===== src/rtl/assc_pkg.sv =====
package assc_pkg;
   // register indices (word address = index, byte address = 4*index)
   localparam logic [7:0] REG_CTRL = 8'h00;      // [3:0] enable, [6:4] average_factor
   localparam logic [7:0] REG_TRIG = 8'h01;      // 4 x (src[1:0], prio[1:0]) at 4*n
   localparam logic [7:0] REG_SWTRIG = 8'h02;    // write 1 per sequencer
   localparam logic [7:0] REG_IRQ_MASK = 8'h03;
   localparam logic [7:0] REG_IRQ_STAT = 8'h04;  // [3:0] raw, [7:4] masked, write 1 clears
   localparam logic [7:0] REG_OVF = 8'h05;       // [3:0] overflow, write 1 clears
   localparam logic [7:0] REG_STEP_BASE = 8'h10; // 8 slots per sequencer, 0x10..0x2f
   localparam logic [7:0] REG_FIFO_BASE = 8'h30; // 0x30..0x33 pop, [11:0] data
   localparam logic [7:0] REG_FIFO_CNT = 8'h34;  // 4 x 4-bit counts
   // step word layout
   localparam int STEP_CH_LSB = 0;   // [3:0]: 0..7 channel, 8 temperature sensor
   localparam int STEP_LAST_BIT = 4;
   localparam int STEP_IRQ_BIT = 5;
   localparam logic [3:0] CH_TEMP = 4'h8;
   localparam logic [2:0] AVG_OFF = 3'h0;
   localparam logic [2:0] AVG_MAX = 3'h6;
   localparam logic [3:0] FIFO_DEPTH = 4'h8;
   typedef enum logic [1:0] {
      ASSC_TRIG_SW = 2'b00,
      ASSC_TRIG_PIN = 2'b01,
      ASSC_TRIG_TIMER = 2'b10,
      ASSC_TRIG_ALWAYS = 2'b11
   } assc_trig_e;
   typedef enum logic [1:0] {
      ASSC_IDLE = 2'b00,
      ASSC_CONV = 2'b01,
      ASSC_WAIT = 2'b10
   } assc_state_e;
endpackage : assc_pkg


===== src/rtl/assc_top.sv =====
`timescale 1ns/1ps
// Notes on behaviour
// - eight channels plus temperature sensor per step
// - four sequencers, each own trigger source
// - depths eight, four, four, one steps
// - each step picks its own input
// - strict priority arbitration, starvation possible
// - average 2 to 64 conversions
// - factor zero passes raw conversions
// - one averaging factor for all sequencers
// - fifo gets only fully averaged results
// - 1 << factor conversions per delivered result
// - clear drops pending sequencer interrupt
// - separate mask bit per sequencer
// - raw and masked status both readable
// - software trigger only if source is software
// - two-bit priority, zero highest, ties go to lowest sequencer
// - software, pin, timer, always sources
// - step last flag and interrupt flag
// - sticky overflow on non-always trigger with unread results
module assc_top (
   input wire logic clk,
   input wire logic rst_n,
   input wire logic [7:0] addr,
   input wire logic [31:0] wdata,
   input wire logic wr,
   input wire logic rd,
   output logic [31:0] rdata,
   input wire logic ext_trig,
   input wire logic timer_trig,
   output logic conv_start,
   output logic [3:0] conv_channel,
   input wire logic conv_done,
   input wire logic [11:0] conv_data,
   output logic irq
);
   localparam logic [3:0] DEPTH [4] = '{4'h8, 4'h4, 4'h4, 4'h1};
   logic [3:0] seq_en;
   logic [2:0] average_factor;
   logic [1:0] trig_src [4];
   logic [1:0] sequencer_priority [4];
   logic [5:0] step_cfg [32];
   logic [3:0] irq_raw;
   logic [3:0] irq_mask;
   logic [3:0] ovf;
   logic [3:0] pend;
   logic [11:0] fifo [4][8];
   logic [2:0] wptr [4];
   logic [2:0] rptr [4];
   logic [3:0] cnt [4];
   assc_pkg::assc_state_e state;
   logic [1:0] sequencer_index;
   logic [2:0] step;
   logic [6:0] avg_cnt;
   logic [17:0] acc;
   logic [3:0] trig_now;
   logic [3:0] sw_trig;
   logic [3:0] push;
   logic [3:0] pop;
   logic found;
   logic [1:0] win;
   logic [6:0] avg_n;
   logic [5:0] cur;
   logic [17:0] sum;
   logic [11:0] result;
   logic last_step_flag;
   logic step_irq_flag;

   assign avg_n = (average_factor == assc_pkg::AVG_OFF) ? 7'h01
      : 7'(1 << average_factor);
   assign cur = step_cfg[{sequencer_index, step}];
   assign last_step_flag = cur[assc_pkg::STEP_LAST_BIT] ||
      ({1'b0, step} == DEPTH[sequencer_index] - 4'h1);
   assign step_irq_flag = cur[assc_pkg::STEP_IRQ_BIT];
   assign sum = acc + {6'h00, conv_data};
   assign result = 12'(sum >> average_factor);
   assign sw_trig = (wr && addr == assc_pkg::REG_SWTRIG) ? wdata[3:0] : 4'h0;

   genvar g;
   generate
      for (g = 0; g < 4; g++) begin : g_seq
         always_comb begin
            case (assc_pkg::assc_trig_e'(trig_src[g]))
               assc_pkg::ASSC_TRIG_SW: trig_now[g] = sw_trig[g];
               assc_pkg::ASSC_TRIG_PIN: trig_now[g] = ext_trig;
               assc_pkg::ASSC_TRIG_TIMER: trig_now[g] = timer_trig;
               default: trig_now[g] = 1'b1;
            endcase
         end
         assign push[g] = state == assc_pkg::ASSC_CONV && conv_done && sequencer_index == g &&
            avg_cnt == avg_n - 7'h01 && cnt[g] != assc_pkg::FIFO_DEPTH;
         assign pop[g] = rd && addr == assc_pkg::REG_FIFO_BASE + 8'(g) && cnt[g] != 4'h0;
         always_ff @(posedge clk) begin
            if (!rst_n) begin
               pend[g] <= 1'b0;
               ovf[g] <= 1'b0;
               irq_raw[g] <= 1'b0;
               wptr[g] <= 3'h0;
               rptr[g] <= 3'h0;
               cnt[g] <= 4'h0;
            end else begin
               if (trig_now[g] && seq_en[g]) begin
                  pend[g] <= 1'b1;
               end else if (state == assc_pkg::ASSC_IDLE && found && win == g) begin
                  pend[g] <= 1'b0;
               end
               if (wr && addr == assc_pkg::REG_OVF && wdata[g]) begin
                  ovf[g] <= 1'b0;
               end
               if (trig_now[g] && seq_en[g] && cnt[g] != 4'h0 &&
                   trig_src[g] != assc_pkg::ASSC_TRIG_ALWAYS) begin
                  ovf[g] <= 1'b1;
               end
               if (wr && addr == assc_pkg::REG_IRQ_STAT && wdata[g]) begin
                  irq_raw[g] <= 1'b0;
               end
               if (push[g] && step_irq_flag) begin
                  irq_raw[g] <= 1'b1;
               end
               if (push[g]) begin
                  fifo[g][wptr[g]] <= result;
                  wptr[g] <= wptr[g] + 3'h1;
               end
               if (pop[g]) begin
                  rptr[g] <= rptr[g] + 3'h1;
               end
               cnt[g] <= cnt[g] + {3'h0, push[g]} - {3'h0, pop[g]};
            end
         end
      end
   endgenerate

   // strict priority pick among pending sequencers
   always_comb begin
      found = 1'b0;
      win = 2'h0;
      for (int p = 0; p < 4; p++) begin
         for (int s = 0; s < 4; s++) begin
            if (!found && pend[s] && seq_en[s] && sequencer_priority[s] == 2'(p)) begin
               found = 1'b1;
               win = 2'(s);
            end
         end
      end
   end

   always_ff @(posedge clk) begin
      if (!rst_n) begin
         seq_en <= 4'h0;
         average_factor <= assc_pkg::AVG_OFF;
         irq_mask <= 4'h0;
         for (int s = 0; s < 4; s++) begin
            trig_src[s] <= 2'h0;
            sequencer_priority[s] <= 2'(s);
         end
      end else if (wr) begin
         if (addr == assc_pkg::REG_CTRL) begin
            seq_en <= wdata[3:0];
            if (wdata[6:4] <= assc_pkg::AVG_MAX) begin
               average_factor <= wdata[6:4];
            end
         end
         if (addr == assc_pkg::REG_TRIG) begin
            for (int s = 0; s < 4; s++) begin
               trig_src[s] <= wdata[4*s+2 +: 2];
               sequencer_priority[s] <= wdata[4*s +: 2];
            end
         end
         if (addr == assc_pkg::REG_IRQ_MASK) begin
            irq_mask <= wdata[3:0];
         end
      end
   end

   always_ff @(posedge clk) begin
      if (wr && addr >= assc_pkg::REG_STEP_BASE && addr < assc_pkg::REG_FIFO_BASE) begin
         step_cfg[5'(addr - assc_pkg::REG_STEP_BASE)] <= wdata[5:0];
      end
   end

   // conversion sequencing
   always_ff @(posedge clk) begin
      if (!rst_n) begin
         state <= assc_pkg::ASSC_IDLE;
         sequencer_index <= 2'h0;
         step <= 3'h0;
         avg_cnt <= 7'h00;
         acc <= 18'h0_0000;
         conv_start <= 1'b0;
         conv_channel <= 4'h0;
      end else begin
         conv_start <= 1'b0;
         case (state)
            assc_pkg::ASSC_IDLE: begin
               if (found) begin
                  sequencer_index <= win;
                  step <= 3'h0;
                  avg_cnt <= 7'h00;
                  acc <= 18'h0_0000;
                  conv_channel <= step_cfg[{win, 3'h0}][3:0];
                  conv_start <= 1'b1;
                  state <= assc_pkg::ASSC_CONV;
               end
            end
            assc_pkg::ASSC_CONV: begin
               if (conv_done) begin
                  if (avg_cnt != avg_n - 7'h01) begin
                     avg_cnt <= avg_cnt + 7'h01;
                     acc <= sum;
                     state <= assc_pkg::ASSC_WAIT;
                  end else if (last_step_flag) begin
                     state <= assc_pkg::ASSC_IDLE;
                  end else begin
                     step <= step + 3'h1;
                     avg_cnt <= 7'h00;
                     acc <= 18'h0_0000;
                     state <= assc_pkg::ASSC_WAIT;
                  end
               end
            end
            assc_pkg::ASSC_WAIT: begin
               conv_channel <= cur[3:0];
               conv_start <= 1'b1;
               state <= assc_pkg::ASSC_CONV;
            end
            default: state <= assc_pkg::ASSC_IDLE;
         endcase
      end
   end

   always_ff @(posedge clk) begin
      if (!rst_n) begin
         irq <= 1'b0;
      end else begin
         irq <= |(irq_raw & irq_mask);
      end
   end

   always_ff @(posedge clk) begin
      if (!rst_n) begin
         rdata <= 32'h0000_0000;
      end else if (rd) begin
         rdata <= 32'h0000_0000;
         case (addr)
            assc_pkg::REG_CTRL: rdata <= {25'h0, average_factor, seq_en};
            assc_pkg::REG_TRIG: begin
               for (int s = 0; s < 4; s++) begin
                  rdata[4*s +: 4] <= {trig_src[s], sequencer_priority[s]};
               end
            end
            assc_pkg::REG_IRQ_MASK: rdata <= {28'h0, irq_mask};
            assc_pkg::REG_IRQ_STAT: rdata <= {24'h0, irq_raw & irq_mask, irq_raw};
            assc_pkg::REG_OVF: rdata <= {28'h0, ovf};
            assc_pkg::REG_FIFO_CNT: rdata <= {16'h0, cnt[3], cnt[2], cnt[1], cnt[0]};
            default: begin
               if (addr >= assc_pkg::REG_FIFO_BASE && addr < assc_pkg::REG_FIFO_CNT) begin
                  rdata <= {20'h0, fifo[addr[1:0]][rptr[addr[1:0]]]};
               end else if (addr >= assc_pkg::REG_STEP_BASE && addr < assc_pkg::REG_FIFO_BASE) begin
                  rdata <= {26'h0, step_cfg[5'(addr - assc_pkg::REG_STEP_BASE)]};
               end
            end
         endcase
      end else begin
         rdata <= 32'h0000_0000;
      end
   end

   chk_irq_masked_out: assert property (@(posedge clk) disable iff (!rst_n)
      ##1 irq == |($past(irq_raw) & $past(irq_mask))) else $error("irq not raw and mask");
   chk_clear_drops_raw: assert property (@(posedge clk) disable iff (!rst_n)
      (wr && addr == assc_pkg::REG_IRQ_STAT && wdata[3] && !push[3]) |=> !irq_raw[3])
      else $error("irq clear ignored");
   chk_disabled_no_pend: assert property (@(posedge clk) disable iff (!rst_n)
      (!seq_en[0] && !pend[0]) |=> !pend[0]) else $error("disabled sequencer triggered");
   chk_start_after_grant: assert property (@(posedge clk) disable iff (!rst_n)
      (state == assc_pkg::ASSC_IDLE && found) |=> conv_start && sequencer_index == $past(win))
      else $error("grant did not start");
   chk_sw_only_sw: assert property (@(posedge clk) disable iff (!rst_n)
      (trig_src[1] == assc_pkg::ASSC_TRIG_PIN && !ext_trig && !pend[1]) |=> !pend[1])
      else $error("sw trigger leaked");
   chk_status_read: assert property (@(posedge clk) disable iff (!rst_n)
      (rd && addr == assc_pkg::REG_IRQ_STAT) |=> rdata[3:0] == $past(irq_raw))
      else $error("raw status read wrong");
   chk_fifo_bound: assert property (@(posedge clk) disable iff (!rst_n)
      cnt[0] <= assc_pkg::FIFO_DEPTH && cnt[3] <= assc_pkg::FIFO_DEPTH)
      else $error("fifo count beyond depth");
   chk_avg_off_push: assert property (@(posedge clk) disable iff (!rst_n)
      (state == assc_pkg::ASSC_CONV && conv_done && average_factor == assc_pkg::AVG_OFF &&
       cnt[sequencer_index] != assc_pkg::FIFO_DEPTH) |-> push[sequencer_index])
      else $error("raw conversion not passed");
   chk_depth_three: assert property (@(posedge clk) disable iff (!rst_n)
      (sequencer_index == 2'h3) |-> step == 3'h0) else $error("sequencer three beyond one step");
endmodule : assc_top


===== config.mk =====
export PLATFORM = sky130hd
export DESIGN_NAME = assc_top
export DESIGN_NICKNAME = d
export VERILOG_FILES = /design/src/rtl/assc_pkg.sv /design/src/rtl/assc_top.sv
export SDC_FILE = /design/constraint.sdc
export NUM_CORES = 1
export LEC_CHECK = 0
export BUFFER_PORTS_ARGS = -buffer_cell sky130_fd_sc_hd__buf_4
export CAP_MARGIN = 20
export CORE_MARGIN = 2
export CORE_UTILIZATION = 40
export CTS_BUF_LIST = sky130_fd_sc_hd__clkbuf_4 sky130_fd_sc_hd__clkbuf_8 sky130_fd_sc_hd__clkbuf_16
export CTS_CLUSTER_SIZE = 40
export DETAILED_ROUTE_END_ITERATION = 7
export GPL_TIMING_DRIVEN = 0
export PLACE_DENSITY_LB_ADDON = 0.25
export SYNTH_ARGS = -nofsm -noshare
export SYNTH_HDL_FRONTEND = slang
export SYNTH_SLANG_ARGS = --single-unit

===== constraint.sdc =====
create_clock -name clk -period 4.3 [get_ports clk]
set_clock_uncertainty 0.05 [all_clocks]
set_input_delay 0.215 -clock clk [delete_from_list [all_inputs] [get_ports clk]]
set_output_delay 0.215 -clock clk [all_outputs]
set_load 0.01 [all_outputs]

==> flow_metrics.tcl <==
set metrics [dict create \
    yosysTopAreaCellShare_pct 57.70 \
    core_um2 79130 \
    hpwl_um 69390 \
    fin_nets 2372 \
    min_period_over_period_pct 96.90 \
    setup_viol 0 \
    layout_common_cells "616 x edfxtp_1, 212 x mux4_2, 169 x nor2_1" \
    grt_max_degree 39 \
    worst_setup_path_end_kind "register" \
    post_cts_buffers 0 \
    syn_area_um2 32060 \
    grt.overflow.total 0 \
    fillers 6830 \
    powerDensity_nw_per_um2 404.5 \
    maxSlewHeadroom_pct 27.48 \
    total_power_mw 15.05 \
    clock_path_buffers 3 \
    fmax_mhz 240.0 \
    clkSlewWorstSetupHoldPaths_ns 0.06 \
    sequentialPowerShare_pct 50.0 \
    via_count 20303 \
    via_per_inst 6.019 \
    avgSynthCellArea_um2 15.62 \
    worstPathRequired_ns 4.72 \
    clock_latency_ns 0.64 \
    hold_class "in -> reg" \
    numCtsBuffers 74 \
    p_leak_nw 12.24 \
    ys_seq_area_share_pct 63.50 \
    synth_edf_count 616 \
    synth-async-reset-ratio_pct 0 \
    mostFrequentLayoutCell "edfxtp_1" \
    reg2reg_slack_ns 0.13 \
    maxCapViolCount 0 \
    p_sw_share_pct 22.30 \
    maxSlewViolCount 0 \
    drc 0 \
    start_util_pct 40.52 \
    drt_wl_total_um 96460 \
    multi_input_area_um2 11160 \
    die_x_um 287.1 \
    ir_worst_vdd_v 0.0002936 \
    ys_seq_elements 709 \
    ys.flop_type "edfxtp_1" \
    power_frac_clock_pct 44.3 \
    drt_iter0_drc 2494 \
    design_area_um2 37210 \
    cts_tree "yes" \
    drive_above_1_share_pct 22.86 \
    grt_pass1_wl_um 139500 \
    synth_area_leaders "edfxtp_1 58%, mux4_2 15%, dfxtp_1 5.8%" \
    first_pass_iters 6 \
    syn_to_final_growth_pct 16.07 \
    crit_chain "buf_1 > buf_1 > clkbuf_2 > mux4_2 > mux4_2 > a21oi_1 > nor3_1" \
    die-area_um2 82430 \
    track_usage_pct 23.45 \
    switchingPower_mw 3.356 \
    seqCellArea_um2 20360 \
    dp_slack_ns -0.6679 \
    yosysWarnings 0 \
    diodes 0 \
    ioPinCount 97 \
    status "finished, final reports clean" \
    gp_congestion 0.9669 \
    timing_worst_setup_path_type "reg -> reg" \
    cts_sinks 709 \
    cts_root_buf "clkbuf_16" \
    max_stage_delay_ns 0.78 \
    p_comb_share_pct 5.7 \
    wl_per_cell_um 28.60 \
    ant_nets 0 \
    grt_pass1_vias 19901 \
    p_int_mw 11.70 \
    yosys.area.top_type "edfxtp_1" \
    io_buffers 60 \
    cp_max_fo 10 \
    yosysUniqueCellTypes 74 \
    htree_levels 3 \
    fin_crit_ns 4.167 \
    dpl_cell_area_um2 34430 \
    worst_pin_slew_ns 1.088 \
    row_count 103 \
    critPathLaunchType "register" \
    synthesis.instances 2053 \
    die_h_um 287.1 \
    rsz0062_at_grt "no" \
    final_hold_viol_count 0 \
    antenna_found_initial 1 \
    fin_setup_tns_ns 0 \
    setup_ws_ns 0.1333 \
    cp_slowest_cell "buf_1" \
    arrival_ns 4.59 \
]
[metrics by stage]
step / hold slack [ns] / utilization, % / std cells
floorplan: 0.2639 / - / 2068
global placement: 0.4089 / 42.82 / 3178
detailed placement: 0.4192 / 43.52 / 3217
CTS: 0.001183 / 46.92 / 3370
global route: 0.02305 / 47.03 / 3373
finish: 0.007258 / 47.03 / 3373
[state kept, by name, indices dropped and copies added (netlist names)]
register,flops
acc,18
rdata,16
ovf,4
irq,1
irq_mask,4
rptr,12
avg_cnt,7
pend,4
wptr,12
conv_channel,4
average_factor,3
step,3
sequencer_priority,8
irq_raw,4
sequencer_index,2
step_cfg,192
state,2
cnt,16
seq_en,4
fifo,384
conv_start,1
trig_src,8
[cells in the mapped netlist, types with 14 or more instances]
cell type and count:
nand2b_1 24, buf_4 18, dfxtp_1 93, ha_1 46, buf_1 14, inv_1 51, xnor2_1 21, a211oi_1 43
nand2_1 105, nor2b_1 36, a21oi_1 83, buf_2 29, mux2i_1 68, nand3_1 26, clkbuf_1 62, mux4_2 212
a31oi_1 16, a22oi_1 37, nor2_1 175, o21ai_0 36, and3_1 15, and2_1 20, edfxtp_1 616, nor3_1 33
[cells by family (layout without fill, tap and decap cells)]
logic type | count (synthesis) | in the layout | synth area share (%)
adders and majority gates | 51 | 51 | 2.107
buffers and inverters | 178 | 433 | 2.408
and+or+nand+nor | 478 | 478 | 7.068
DFF | 709 | 709 | 63.50
xor gates and xnor gates | 32 | 32 | 0.8742
muxes | 289 | 289 | 17.33
AOI/OAI and AO/OA | 315 | 315 | 6.697
other | 1 | 16 | 0.01170
[timing repair]
item | CTS | global route
hold endpoints to repair | 65 | 0
endpoints found under the setup margin | 1 | 201
hold buffers | 16 | 0
resized for setup | 1 | 9
pin swaps | 0 | 0
[per-layer routing]
layer / part of all wire [%] / global-route usage (%) / vias up
met2: 46 / 36.61 / 1023
met4: 3.2 / 8.099 / 0
met1: 42 / 33.81 / 10567
li1: - / - / 8546
met3: 8.4 / 3.310 / 167
met5: 0 / 0 / -
[power groups by stage]
stage          Clock (mW)  Sequential (mW)  Combinational, mW
3_5_place_dp            0             7.67              0.840
4_1_cts              6.77             7.52              0.853
6_report             6.67             7.52              0.864
3_3_place_gp            0             7.67              0.809
5_1_grt              7.03             7.52              0.908
2_1_floorplan           0             7.65              0.464
[cell type report]
type	instances	area share, %
inverter	55	0.5548
clock inverter	40	1.261
buffer	123	1.523
clock buffer	97	5.534
tap	1050	3.530
timing repair buffer	118	2.898
multi-input combinational	1181	29.99
sequential	709	54.71
[critical path, delay by kind of cell (launching register included)]
| kind | cells | cell delay [ns] |
|---|---|---|
| and+or+nand+nor | 1 | 0.08 |
| DFF | 1 | 0.53 |
| muxes | 2 | 1.06 |
| AOI/OAI and AO/OA | 1 | 0.28 |
| buffers and inverters | 3 | 2.00 |
[worst paths after layout]
| kind | start | endpoint | cells past startpoint |
|---|---|---|---|
| setup / recovery | step[1] | conv_channel[2] | 7 |
| hold / removal | wdata[2] | step_cfg[28][2] | 1 |
| setup reg to reg | step[1] | conv_channel[2] | 7 |
| hold reg to reg | acc[1] | acc[1] | 2 |
Note: power is estimated with default switching activity, not from simulation.
